==> config.mk <==
export PLATFORM = sky130hd
export DESIGN_NAME = stl_act_fsm
export DESIGN_NICKNAME = d
export VERILOG_FILES = /design/src/hw/stl_pkg.sv /design/src/hw/stl_act_fsm.sv
export SDC_FILE = /design/constraint.sdc
export NUM_CORES = 1
export LEC_CHECK = 0
export BUFFER_PORTS_ARGS = -buffer_cell sky130_fd_sc_hd__buf_4
export CORE_ASPECT_RATIO = 0.5
export CORE_MARGIN = 2
export CORE_UTILIZATION = 55
export CTS_BUF_LIST = sky130_fd_sc_hd__clkbuf_4
export DETAILED_ROUTE_END_ITERATION = 16
export PLACE_DENSITY = 0.8
export SLEW_MARGIN = 20
export SYNTH_ARGS = -nofsm -noshare
export SYNTH_HDL_FRONTEND = slang
export SYNTH_SLANG_ARGS = --single-unit
==> constraint.sdc <==
create_clock -name MCLK -period 2.1 [get_ports MCLK]
set_clock_uncertainty 0.2 [all_clocks]
set_input_delay 0.315 -clock MCLK [delete_from_list [all_inputs] [get_ports MCLK]]
set_output_delay 0.315 -clock MCLK [all_outputs]
set_load 0.1 [all_outputs]
==> src/hw/stl_pkg.sv <==
// Package for the S/T layer-1 activation block: timing, events and state
// What this block does
// (RULE1) NT holds G0 until release, then G2
// (RULE2) NT sends INFO0 in G0/G1/G4, 2 G2, 4 G3
// (RULE3) NT activate goes G2 from G1/G4
// (RULE4) NT deactivate in G2/G3 starts T2, G4
// (RULE5) T2 lasts 256 frames, 32 ms
// (RULE6) T2 expiry in G4 goes G1
// (RULE7) NT INFO0: G3 to G2, G4 to G1
// (RULE8) NT INFO1 in G1 goes G2
// (RULE9) NT INFO3 in G2 goes G3
// (RULE10) NT lost framing in G3 goes G2
// (RULE11) Software provides timers T1 and T3
// (RULE12) TE holds F0 until release, then F2
// (RULE13) TE sends INFO1 in F4, INFO3 F6/F7, else 0
// (RULE14) TE signal: F3 activate or F4 gives F5
// (RULE15) TE activate in F3 with INFO0 gives F4
// (RULE16) TE T3 expiry: F4/F5/F6 to F3
// (RULE17) TE INFO0: F2/F6/F7/F8 to F3
// (RULE18) TE INFO2 sync goes F6
// (RULE19) TE INFO4 sync goes F7
// (RULE20) TE sync loss in F6/F7 goes F8
// (RULE21) TE Q bit in every fifth FA bit
// (RULE22) B data LSB first HDLC, MSB first PCM
// (RULE23) Events act once per frame, else no change
package stl_pkg;
	localparam int FRAME_NS = 125000;
	localparam int CLK_NS = 40;
	localparam int FRAME_CYC = FRAME_NS / CLK_NS;
	localparam int TICK_W = 12;
	localparam int T2_MS = 32;
	localparam int T2_FRAMES = 256;
	localparam int T2_W = 8;
	localparam int QS_PERIOD = 5;
	typedef enum logic [2:0] {NT_G0, NT_G1, NT_G2, NT_G3, NT_G4} stl_nt_t;
	typedef enum logic [2:0] {TE_F0, TE_F2, TE_F3, TE_F4, TE_F5, TE_F6, TE_F7, TE_F8} stl_te_t;
	typedef enum logic [2:0] {INFO_0, INFO_1, INFO_2, INFO_3, INFO_4} stl_info_t;
	typedef struct packed {
		logic rel;
		logic act;
		logic deact;
		logic t3_exp;
	} stl_cmd_t;
	typedef struct packed {
		logic info0;
		logic info1;
		logic info3;
		logic any_sig;
		logic info2_sync;
		logic info4_sync;
		logic lost;
	} stl_rx_t;
	typedef struct packed {
		logic [TICK_W-1:0] tick_cnt;
		logic [2:0] qs_cnt;
		logic [T2_W-1:0] t2_cnt;
		logic t2_run;
		stl_cmd_t pend;
		stl_nt_t nt;
		stl_te_t te;
		stl_info_t info;
		logic q_slot;
		logic fa;
		logic [7:0] b_tx;
		logic [7:0] b_rx;
	} stl_st_t;
	localparam stl_st_t ST_RST = '0;
endpackage : stl_pkg

==> src/hw/stl_act_fsm.sv <==
// S/T layer-1 activation state machines (NT and TE), FA/Q slot and B bit order
`timescale 1ns/100ps
module stl_act_fsm import stl_pkg::*; #(
	parameter int FRAME_CYCLES = FRAME_CYC,
	parameter int T2_LEN = T2_FRAMES
) (
	input wire logic MCLK,
	input wire logic RST_B,
	input wire logic NT_MODE,
	input wire stl_cmd_t CMD,
	input wire stl_rx_t RX,
	input wire logic QS_EN,
	input wire logic Q_IN,
	input wire logic B_HDLC,
	input wire logic [7:0] B_TX_BYTE,
	input wire logic [7:0] B_LINE_RX,
	output stl_info_t TX_INFO,
	output stl_nt_t NT_STATE,
	output stl_te_t TE_STATE,
	output logic T2_RUN,
	output logic FRAME_TICK,
	output logic Q_SLOT,
	output logic FA_TX,
	output logic [7:0] B_LINE_TX,
	output logic [7:0] B_RX_BYTE
);
	stl_st_t st_reg;
	stl_st_t st_next;
	logic tick;
	logic t2_exp;
	logic [7:0] rev_tx;
	logic [7:0] rev_rx;

	assign tick = st_reg.tick_cnt == TICK_W'(FRAME_CYCLES - 1);
	assign t2_exp = st_reg.t2_run && st_reg.t2_cnt == '0;

	// Line vectors hold the first bit on the wire in bit 7
	genvar i;
	generate
		for (i = 0; i < 8; i++) begin : g_rev
			assign rev_tx[i] = B_TX_BYTE[7 - i];
			assign rev_rx[i] = B_LINE_RX[7 - i];
		end
	endgenerate

	always_comb begin
		st_next = st_reg;
		st_next.tick_cnt = tick ? '0 : st_reg.tick_cnt + 1'b1;
		// A command arriving on the consuming edge is kept for the next frame
		st_next.pend = stl_cmd_t'((tick ? 4'h0 : st_reg.pend) | CMD);
		st_next.b_tx = B_HDLC ? rev_tx : B_TX_BYTE; // RULE22
		st_next.b_rx = B_HDLC ? rev_rx : B_LINE_RX; // RULE22
		if (tick) begin // RULE23
			if (st_reg.t2_run) begin
				if (t2_exp) begin
					st_next.t2_run = 1'b0;
				end else begin
					st_next.t2_cnt = st_reg.t2_cnt - 1'b1; // RULE5
				end
			end
			if (!NT_MODE) begin
				st_next.nt = NT_G0;
				st_next.t2_run = 1'b0;
			end else begin
				unique case (st_reg.nt)
					NT_G0: begin
						if (st_reg.pend.rel) begin
							st_next.nt = NT_G2; // RULE1
						end
					end
					NT_G1: begin
						if (st_reg.pend.act || RX.info1) begin
							st_next.nt = NT_G2; // RULE3 RULE8
						end
					end
					NT_G2: begin
						if (st_reg.pend.deact) begin
							st_next.nt = NT_G4; // RULE4
							st_next.t2_run = 1'b1;
							st_next.t2_cnt = T2_W'(T2_LEN - 1); // RULE5
						end else if (RX.info3) begin
							st_next.nt = NT_G3; // RULE9
						end
					end
					NT_G3: begin
						if (st_reg.pend.deact) begin
							st_next.nt = NT_G4; // RULE4
							st_next.t2_run = 1'b1;
							st_next.t2_cnt = T2_W'(T2_LEN - 1); // RULE5
						end else if (RX.info0 || RX.lost) begin
							st_next.nt = NT_G2; // RULE7 RULE10
						end
					end
					NT_G4: begin
						if (t2_exp || RX.info0) begin
							st_next.nt = NT_G1; // RULE6 RULE7
							st_next.t2_run = 1'b0;
						end else if (st_reg.pend.act) begin
							st_next.nt = NT_G2; // RULE3
							st_next.t2_run = 1'b0;
						end
					end
					default: begin
						st_next.nt = NT_G0;
					end
				endcase
			end
			if (NT_MODE) begin
				st_next.te = TE_F0;
			end else if (st_reg.te == TE_F0) begin
				if (st_reg.pend.rel) begin
					st_next.te = TE_F2; // RULE12
				end
			end else if (RX.lost && (st_reg.te == TE_F6 || st_reg.te == TE_F7)) begin
				st_next.te = TE_F8; // RULE20
			end else if (RX.info4_sync && st_reg.te != TE_F7) begin
				st_next.te = TE_F7; // RULE19
			end else if (RX.info2_sync && st_reg.te != TE_F6) begin
				st_next.te = TE_F6; // RULE18
			end else if (RX.info0 && (st_reg.te == TE_F2 || st_reg.te == TE_F6 || st_reg.te == TE_F7
					|| st_reg.te == TE_F8)) begin
				st_next.te = TE_F3; // RULE17
			end else if (RX.any_sig && st_reg.te == TE_F4) begin
				st_next.te = TE_F5; // RULE14
			end else if (st_reg.pend.t3_exp && (st_reg.te == TE_F4 || st_reg.te == TE_F5
					|| st_reg.te == TE_F6)) begin
				st_next.te = TE_F3; // RULE16
			end else if (st_reg.pend.act && st_reg.te == TE_F3) begin
				if (RX.any_sig) begin
					st_next.te = TE_F5; // RULE14
				end else if (RX.info0) begin
					st_next.te = TE_F4; // RULE15
				end
			end
			if (NT_MODE) begin
				unique case (st_next.nt)
					NT_G2: st_next.info = INFO_2; // RULE2
					NT_G3: st_next.info = INFO_4; // RULE2
					default: st_next.info = INFO_0; // RULE2
				endcase
			end else begin
				unique case (st_next.te)
					TE_F4: st_next.info = INFO_1; // RULE13
					TE_F6, TE_F7: st_next.info = INFO_3; // RULE13
					default: st_next.info = INFO_0; // RULE13
				endcase
			end
			st_next.qs_cnt = (st_reg.qs_cnt == 3'(QS_PERIOD - 1)) ? 3'h0 : st_reg.qs_cnt + 3'h1;
			// FA toward the network carries Q only in the first of each five frames
			st_next.q_slot = !NT_MODE && QS_EN && st_next.qs_cnt == 3'h0; // RULE21
			st_next.fa = st_next.q_slot ? Q_IN : 1'b0; // RULE21
		end
	end

	always_ff @(posedge MCLK or negedge RST_B) begin
		if (!RST_B) begin
			st_reg <= ST_RST;
		end else begin
			st_reg <= st_next;
		end
	end

	assign TX_INFO = st_reg.info;
	assign NT_STATE = st_reg.nt;
	assign TE_STATE = st_reg.te;
	assign T2_RUN = st_reg.t2_run;
	assign FRAME_TICK = tick;
	assign Q_SLOT = st_reg.q_slot;
	assign FA_TX = st_reg.fa;
	assign B_LINE_TX = st_reg.b_tx;
	assign B_RX_BYTE = st_reg.b_rx;

	// Frames counted since T2 started, read only by the checks
	logic [T2_W:0] h_t2;
	always_ff @(posedge MCLK or negedge RST_B) begin
		if (!RST_B) begin
			h_t2 <= '0;
		end else if (!st_reg.t2_run) begin
			h_t2 <= '0;
		end else if (tick) begin
			h_t2 <= h_t2 + 1'b1;
		end
	end

	// Per-bit order check; the edge after reset is skipped because the vectors still hold zeros
	generate
		for (i = 0; i < 8; i++) begin : g_b_chk

		end
	endgenerate
endmodule : stl_act_fsm

==> Yosys cells after proc, flatten, opt, wreduce, memory -nomap -nowiden <==
Index checks and enable logic that the tools add are counted.
{ "totals": {"out_inout_bits": 29, "ff_bits": 55} }
{ "op_classes": {"n_addsub": 3, "reduce_logical": 26, "n_eq_ne": 20, "mux": 43, "bitwise_logic": 1} }
{ "op_table": {"columns": ["op", "n"], "rows": [
  ["$mux 3", 25],
  ["$mux 8", 5],
  ["$eq 3x3->1 const B", 8],
  ["$eq 3x2->1 const B", 7],
  ["$mux 9", 2],
  ["$pmux 3 s5", 1],
  ["$add 12x1->12 const B", 1],
  ["$eq 12x12->1 const B", 1],
  ["$mux 12", 1],
  ["$logic_and 1x1->1", 10],
  ["$logic_not 3->1", 3],
  ["$logic_or 1x1->1", 9],
  ["$logic_not 8->1", 1],
  ["$sub 8x1->8 const B", 1],
  ["$eq 3x1->1 const B", 2],
  ["$ne 3x3->1 const B", 2],
  ["$pmux 3 s2", 1],
  ["$mux 1", 5],
  ["$mux 4", 1],
  ["$or 4x4->4", 1],
  ["$pmux 2 s2", 1],
  ["$reduce_or 2->1", 2],
  ["$add 3x1->3 const B", 1],
  ["$pmux 1 s2", 1],
  ["$logic_not 1->1", 1]
]} }

==> Logic depth before layout (Yosys ltp) <==
Gate-level depths: netlist of the first run.
{ "depth": {"word_depth": 17, "mapped_depth": 10, "ltp_nobuf": 10} }

==> Worst setup path after synthesis of the first run <==
No wires, ideal clock.
{ "synth_path": {"path_kind": "register to register", "startpoint": "register st_reg (netlist bit T2_RUN)", "endpoint": "register st_reg (netlist bit TX_INFO[1])", "synth_period_minus_slack_ns": 2.254, "path_slack_ns": -0.154, "arrival_time_ns": 1.928, "stages_incl_launch_ff": 6, "t_required_ns": 1.774, "path_cell_list": "dfrtp_1 a41oi_1 nand4_1 a21oi_1 nor2b_1 a221o_1"} }
{ "synth_between": {"elab_chain_len": 9, "elab_cells_between_ends": 10, "cone_classes": "2 x eq/ne; 6 x mux; 2 x reduce/logical"} }
{ "synth_rtl": {"columns": ["item", "line", "source"], "rows": [
  ["start: declaration", "stl_act_fsm.sv:27", "stl_st_t st_reg;"],
  ["start signal: assignment", "stl_act_fsm.sv:159", "st_reg <= st_next;"],
  ["$logic_and 1x1->1 *", "stl_act_fsm.sv:35", "assign t2_exp = st_reg.t2_run && st_reg.t2_cnt == '0;"],
  ["$logic_or 1x1->1 *", "stl_act_fsm.sv:95", "if (t2_exp || RX.info0) begin"],
  ["$mux 3 *", "stl_act_fsm.sv:95", null],
  ["$pmux 3 s5 *", "stl_act_fsm.sv:65", "unique case (st_reg.nt)"],
  ["$mux 3 *", "stl_act_fsm.sv:61", "if (!NT_MODE) begin"],
  ["$mux 3 *", "stl_act_fsm.sv:53", "if (tick) begin"],
  ["$eq 3x2->1", "stl_act_fsm.sv:136", "unique case (st_next.nt)"],
  ["$pmux 3 s2 *", "stl_act_fsm.sv:136", null],
  ["$mux 3 *", "stl_act_fsm.sv:135", "if (NT_MODE) begin"]
]} }
Mark *: on every way between the ends. The rest lies on a longest branch, timed or not. The select of a mux whose other input is x is not followed.
A chain may end at the register's enable or synchronous reset.

==> Final worst setup path of the first run <==
{ "layout_path": {"startpoint": "register st_reg[44] (netlist name)", "endpoint": "output port FRAME_TICK"} }
{ "layout_between": {"elab_chain_len": 1} }
{ "layout_rtl": {"columns": ["item", "line", "source"], "rows": [
  ["$eq 12x12->1", "stl_act_fsm.sv:34", "assign tick = st_reg.tick_cnt == TICK_W'(FRAME_CYCLES - 1);"],
  ["end: declaration", "stl_act_fsm.sv:21", "output logic FRAME_TICK,"]
]} }
No other way between the ends.

==> flow_metrics.env, run 1 <==
export IMPL_grt_pass1_wl_um=11730
export IMPL_status="finished, violations left"
export IMPL_drive_gt1_frac=0.3557
export IMPL_gr_total_overflow=0
export IMPL_yosysTopAreaCell="dfrtp_1"
export IMPL_grt_total_usage=0.2497
export IMPL_clockBufferDepth=2
export IMPL_antenna_cells=0
export IMPL_synth_edf_count=0
export IMPL_synth_top_area_frac=0.4585
export IMPL_wl_per_cell_um=15.93
export IMPL_crit_path_cell_trace="inv_2 -> ha_4 -> nand4b_1 -> nor4_2 -> nand2_1 -> clkinv_4 -> buf_12"
export IMPL_ys_seq_elements=55
export IMPL_slowest_delay_ps=440
export IMPL_area_growth_pct=34.81
export IMPL_coreArea_mm2=0.005090
export IMPL_insertion_delay_ps=400
export IMPL_powerDensity_mw_per_mm2=505.3
export IMPL_h_tree_depth=2
export IMPL_cts_tree="yes"
export IMPL_slowest_stage="dfrtp_1"
export IMPL_wirelength_um=7518
export IMPL_max_slew_margin=0.5327
export IMPL_fin_crit_sh=1.101
export IMPL_ys_types=54
export IMPL_violations="negative setup slack"
export IMPL_port_buffers=61
export IMPL_synth_area_top_cells="dfrtp_1 (46%), buf_4 (6.5%), mux2_2 (6.4%), nand2_1 (5.3%), xnor2_1 (2.9%)"
export IMPL_fin_ws_ps=-212.0
export IMPL_drc=0
export IMPL_leakage_nw=1.781
export IMPL_fin_area_mm2=0.004046
export IMPL_gp_congestion=0.8876
export IMPL_syn_area_per_cell_um2=9.777
export IMPL_hold_path_class="input port to flop"
export IMPL_synthFlopType="dfrtp_1"
export IMPL_ant_nets=0
export IMPL_rows=18
export IMPL_nNetsFinal=439
export IMPL_mappedNetlistArea_mm2=0.003002
export IMPL_async_flop_share=1.000
export IMPL_clock_sinks=55
export IMPL_vias=2581
export IMPL_die_area_mm2=0.006100
export IMPL_viasPerCell=5.468
export IMPL_die_w_um=108.5
export IMPL_post_route_min_period_ps=2312
export IMPL_arrival_ps=1800
export IMPL_hold_slack_ps=28.27
export IMPL_cts_root_buf="clkbuf_4"
export IMPL_grt_antenna_before_repair=0
export IMPL_drt_pass1_iter_count=4
export IMPL_start_util=0.5897
export IMPL_drt_iter0_markers=173
export IMPL_ys_seq_area_frac=0.4585
export IMPL_slew_viol_final=0
export IMPL_grt_max_degree=56
export IMPL_io_pins=62
export IMPL_maxCapViolations=0
export IMPL_crit_fanout=2
export IMPL_required_ps=1580
export IMPL_worst_setup_path_end_kind="output port"
export IMPL_tightest_slew_ps=700.9
export IMPL_largest_reg_flops=27
export IMPL_place_area_mm2=0.003460
export IMPL_start_kind="flop"
export IMPL_critPathKind="flop to output port"
export IMPL_grt_pass1_vias=2532
export IMPL_synthCells=307
export IMPL_clkTransAtPathRegs_ps=170
export IMPL_worst_ir_drop_vdd_mv=0.3442
export IMPL_rsz0062_at_grt="yes"
export IMPL_setup_viol=13
export IMPL_die_y_um=56.24
export IMPL_hold_violations=0
export IMPL_yosys_warnings=0
export IMPL_fmax_mhz=432.5
export IMPL_synth_fp_nets=345
export IMPL_cts_buffers=5
export IMPL_dp_hpwl_um=4483
==> cells in the final DEF, fill, tap and decap left out, drive strengths merged, types with 7 or more instances in the layout <==
cell,count
nand3,13
dfrtp,55
inv,15
nor2,21
xor2,7
xnor2,10
a21o,7
dlygate4sd3,30
mux2,17
nor3,8
o21ai,18
buf,93
nand2,42
==> critical path, delay by kind of cell, from the launching register on <==
| kind | cells | cell delay [ps] |
|---|---|---|
| buf+inv | 3 | 350 |
| flops | 1 | 440 |
| fa+ha+maj | 1 | 130 |
| simple gates | 3 | 480 |
==> power breakdown <==
group          leakage, nW  internal [W]  switching (W)
Sequential           0.609       0.00108      0.0000124
Combinational         1.14      0.000154       0.000287
Clock               0.0322      0.000140       0.000367
==> metrics by stage <==
step	cells	setup TNS, ps	util	setup WS (ps)	power [W]
after global placement	422	0	0.6797	22.99	0.001485
after detailed placement	422	-21.16	0.6797	-15.46	0.001493
after CTS	468	-388.7	0.7726	-133.3	0.002048
after floorplan	307	0	-	104.8	0.001401
after global routing	472	-2851	0.7950	-339.5	0.002140
final	472	-754.6	0.7950	-212.0	0.002045
==> worst paths after layout <==
kind	to	slack, ps	from	cells past startpoint
worst max-delay path	FRAME_TICK	-210	st_reg[44]	7
worst min-delay path	NT_STATE[0]	30	NT_MODE	3
worst max register to register	st_reg[37]	-90	st_reg[44]	11
worst min register to register	FA_TX	320	FA_TX	2
max in group asynchronous	TE_STATE[2]	910	RST_B	2
min in group asynchronous	NT_STATE[0]	280	RST_B	2
==> metal layers <==
metal / wire length, um / GRT usage
met3: 455 / 0.05504
met1: 3190 / 0.3089
met5: 0 / 0
met4: 68 / 0.06777
met2: 3803 / 0.4411
==> kinds of logic (layout without fill, tap and decap cells) <==
kind of cell | after synthesis | in the layout | share of synthesized area
compound gates | 53 | 53 | 0.1209
xor+xnor | 17 | 17 | 0.04960
fa+ha+maj | 5 | 5 | 0.02084
buf+inv | 50 | 145 | 0.09754
flops | 55 | 55 | 0.4585
mux | 18 | 18 | 0.06711
simple gates | 109 | 109 | 0.1855
==> repair_timing <==
| action | in CTS | in global routing |
|---|---|---|
| hold endpoints to repair | 76 | 0 |
| setup buffers | 8 | 5 |
| setup endpoints to repair | 5 | 20 |
| resized for setup | 13 | 16 |
| cloned | 0 | 0 |
| hold buffers | 30 | 0 |
| pin swaps | 5 | 3 |
==> cell type report <==
cell class / count / area [um2]
Sequential cell: 55 / 1380
Clock inverter: 3 / 25.02
Timing Repair Buffer: 123 / 1026
Inverter: 14 / 57.56
Multi-Input combinational cell: 202 / 1433
Fill cell: 332 / 1044
Tap cell: 70 / 87.58
Clock buffer: 5 / 37.54
==> Yosys cell counts, drive strengths merged, types with 2 or more instances <==
cell	instances
dfrtp	55
nand2	42
buf	32
nor2	21
o21ai	18
mux2	17
inv	13
nand3	13
xnor2	10
nor3	8
a21o	7
xor2	7
nor2b	6
ha	5
a21oi	4
clkbuf	4
nor3b	4
a32oi	3
nor4	3
o211ai	3
o21bai	3
a32o	2
and3	2
nand2b	2
nand4	2
o22ai	2
Power figures use the tool's default switching activity.
==> run 2: changes to the inputs <==
--- a/config.mk
+++ b/config.mk
@@ -12,6 +12,7 @@
 export CTS_BUF_LIST = sky130_fd_sc_hd__clkbuf_4
 export DETAILED_ROUTE_END_ITERATION = 16
 export PLACE_DENSITY = 0.8
+export SKIP_CTS_REPAIR_TIMING = 1
 export SLEW_MARGIN = 20
 export SYNTH_ARGS = -nofsm -noshare
 export SYNTH_HDL_FRONTEND = slang
==> run 2 against run 1 <==
Net effect:
- the run still ends with negative setup slack left
- power up 0.19%
- worst hold slack got worse by 10 ps
- flip-flop and latch count stayed put
- maximum frequency is 3.7% higher
- setup slack gained 83 ps
- die area unchanged
- sequential share of layout area up 0.78 points
- final area fell by 2.1%
- global-route usage decreased by 3.6 points
- final cell count is 1.9% lower
- utilization is 1.7 points lower
- wire length is 4.1% lower
- critical path type unchanged
==> flow_metrics.env, run 2 (synthesis results as in run 1) <==
export IMPL_status="finished, violations left"
export IMPL_violations="negative setup slack"
export IMPL_die_w_um=108.5
export IMPL_viasPerCell=5.415
export IMPL_nNetsFinal=430
export IMPL_powerDensity_mw_per_mm2=517.3
export IMPL_p_sw_w=0.0006709
export IMPL_required_ps=1580
export IMPL_die_area_mm2=0.006100
export IMPL_port_buffers=61
export IMPL_rrSetupSlack_ps=-20
export IMPL_cts_buffers=5
export IMPL_antenna_cells=0
export IMPL_layout_common_cells="buf_4 (81), dfrtp_1 (51), nand2_1 (40), dlygate4sd3_1 (30), nor2_1 (20)"
export IMPL_grt_busiest_layer="met2"
export IMPL_drt_iter0_markers=177
export IMPL_slowest_stage="dfrtp_1"
export IMPL_crit_fanout=4
export IMPL_gr_total_overflow=0
export IMPL_clock_sinks=55
export IMPL_p_int_w=0.001378
export IMPL_cts_tree="yes"
export IMPL_start_kind="flop"
export IMPL_grt_use_met2=0.3589
export IMPL_h_tree_depth=2
export IMPL_drt_pass1_iter_count=4
export IMPL_worst_setup_path_end_kind="output port"
export IMPL_path_delay_family="flip-flops"
export IMPL_drive_gt1_frac=0.3435
export IMPL_ant_nets=0
export IMPL_max_slew_margin=0.5344
export IMPL_worstRegToRegCells=11
export IMPL_coreArea_mm2=0.005090
export IMPL_gp_congestion=0.8876
export IMPL_post_route_min_period_ps=2229
export IMPL_io_pins=62
export IMPL_fmax_mhz=448.6
export IMPL_critPathKind="flop to output port"
export IMPL_layoutNonFillerInstCount=463
export IMPL_grt_pass1_vias=2289
export IMPL_leakage_nw=1.741
export IMPL_r2r_end="st_reg[37]"
export IMPL_dp_hpwl_um=4483
export IMPL_die_y_um=56.24
export IMPL_pwr_share_seq=0.536
export IMPL_vias=2507
export IMPL_rows=18
export IMPL_preCtsSetupSlack_ps=-15.46
export IMPL_slew_viol_final=0
export IMPL_grt_total_usage=0.2137
export IMPL_clkPwrFrac=0.251
export IMPL_fin_ws_ps=-129.1
export IMPL_wl_per_cell_um=15.58
export IMPL_area_growth_pct=31.93
export IMPL_wirelength_um=7213
export IMPL_drc=0
export IMPL_start_util=0.5897
export IMPL_insertion_delay_ps=400
export IMPL_layout_commonest_cell="buf_4"
export IMPL_crit_path_cell_trace="inv_2 -> ha_4 -> nand4b_1 -> nor4_2 -> nand2_2 -> clkinv_4 -> buf_12"
export IMPL_slowest_delay_ps=430
export IMPL_fin_crit_sh=1.061
export IMPL_setup_tns_ps=-147.2
export IMPL_r2r_start="st_reg[43]"
export IMPL_grt_antenna_before_repair=0
export IMPL_clockBufferDepth=2
export IMPL_swShare=0.3275
export IMPL_tightest_slew_ps=698.5
export IMPL_min_path_cells=3
export IMPL_largest_reg_flops=27
export IMPL_rsz0062_at_grt="yes"
export IMPL_setup_viol=3
export IMPL_hold_path_class="input port to flop"
export IMPL_maxCapViolations=0
export IMPL_grtUsageMet1=0.2760
export IMPL_grt_pass1_wl_um=10210
export IMPL_crit_start="st_reg[43]"
export IMPL_clkTransAtPathRegs_ps=180
export IMPL_arrival_ps=1710
export IMPL_grt_max_degree=56
export IMPL_hold_violations=0
export IMPL_worstHoldStart="NT_MODE"
export IMPL_hold_path_endpoint="NT_STATE[0]"
export IMPL_dp_cells=422
export IMPL_grtUsageMet3=0.04918
export IMPL_cts_root_buf="clkbuf_4"
export IMPL_worst_ir_drop_vdd_mv=0.3878
export IMPL_cp_num_buf_inv=3
export IMPL_pwr_share_comb=0.213
run 2: metrics by stage:
step / total power, W / area [um2] / hold slack, ps / utilization
floorplan: 0.001401 / 3005 / -180.6 / -
finish: 0.002049 / 3960 / 17.87 / 0.7780
global route: 0.002132 / 3960 / 16.41 / 0.7780
CTS: 0.001998 / 3522 / -250.2 / 0.6920
detailed placement: 0.001493 / 3460 / 203.5 / 0.6797
global placement: 0.001485 / 3460 / 190.7 / 0.6797
run 2: worst max path at each step:
stage	endpoint	slack [ps]	depth (start not counted)
2_1_floorplan	TX_INFO[1]	100	8
3_3_place_gp	TX_INFO[1]	20	7
3_5_place_dp	st_reg[39]	-20	8
4_1_cts	FRAME_TICK	-410	7
5_1_grt	FRAME_TICK	-250	7
6_report	FRAME_TICK	-130	7
run 2: tightest hold or removal path, stage by stage:
cell and delay, ps:
buf_4 160, nand2_1 60, o21ai_1 60
run 2: final cells by class:
cell class / instances / area, um2
clock inverters: 3 / 25.02
multi-input cells: 202 / 1416
fillers: 337 / 1130
repair buffers: 114 / 954.7
clock buffers: 5 / 37.54
well taps: 70 / 87.58
flip-flops and latches: 55 / 1381
inverters: 14 / 57.56
run 2: power groups by stage:
stage | clock (W) | sequential (W) | combinational [W]
6_report | 0.000514 | 0.00110 | 0.000437
5_1_grt | 0.000574 | 0.00110 | 0.000458
4_1_cts | 0.000524 | 0.00110 | 0.000378
3_5_place_dp | 0 | 0.00112 | 0.000378
3_3_place_gp | 0 | 0.00111 | 0.000372
2_1_floorplan | 0 | 0.00111 | 0.000291
run 2: per-layer routing:
layer,wire [um],up-vias,share of wire
li1,-,1202,-
met1,3219,1226,0.45
met2,3556,71,0.49
met3,364,8,0.050
met4,72,0,0.010
met5,0,-,0
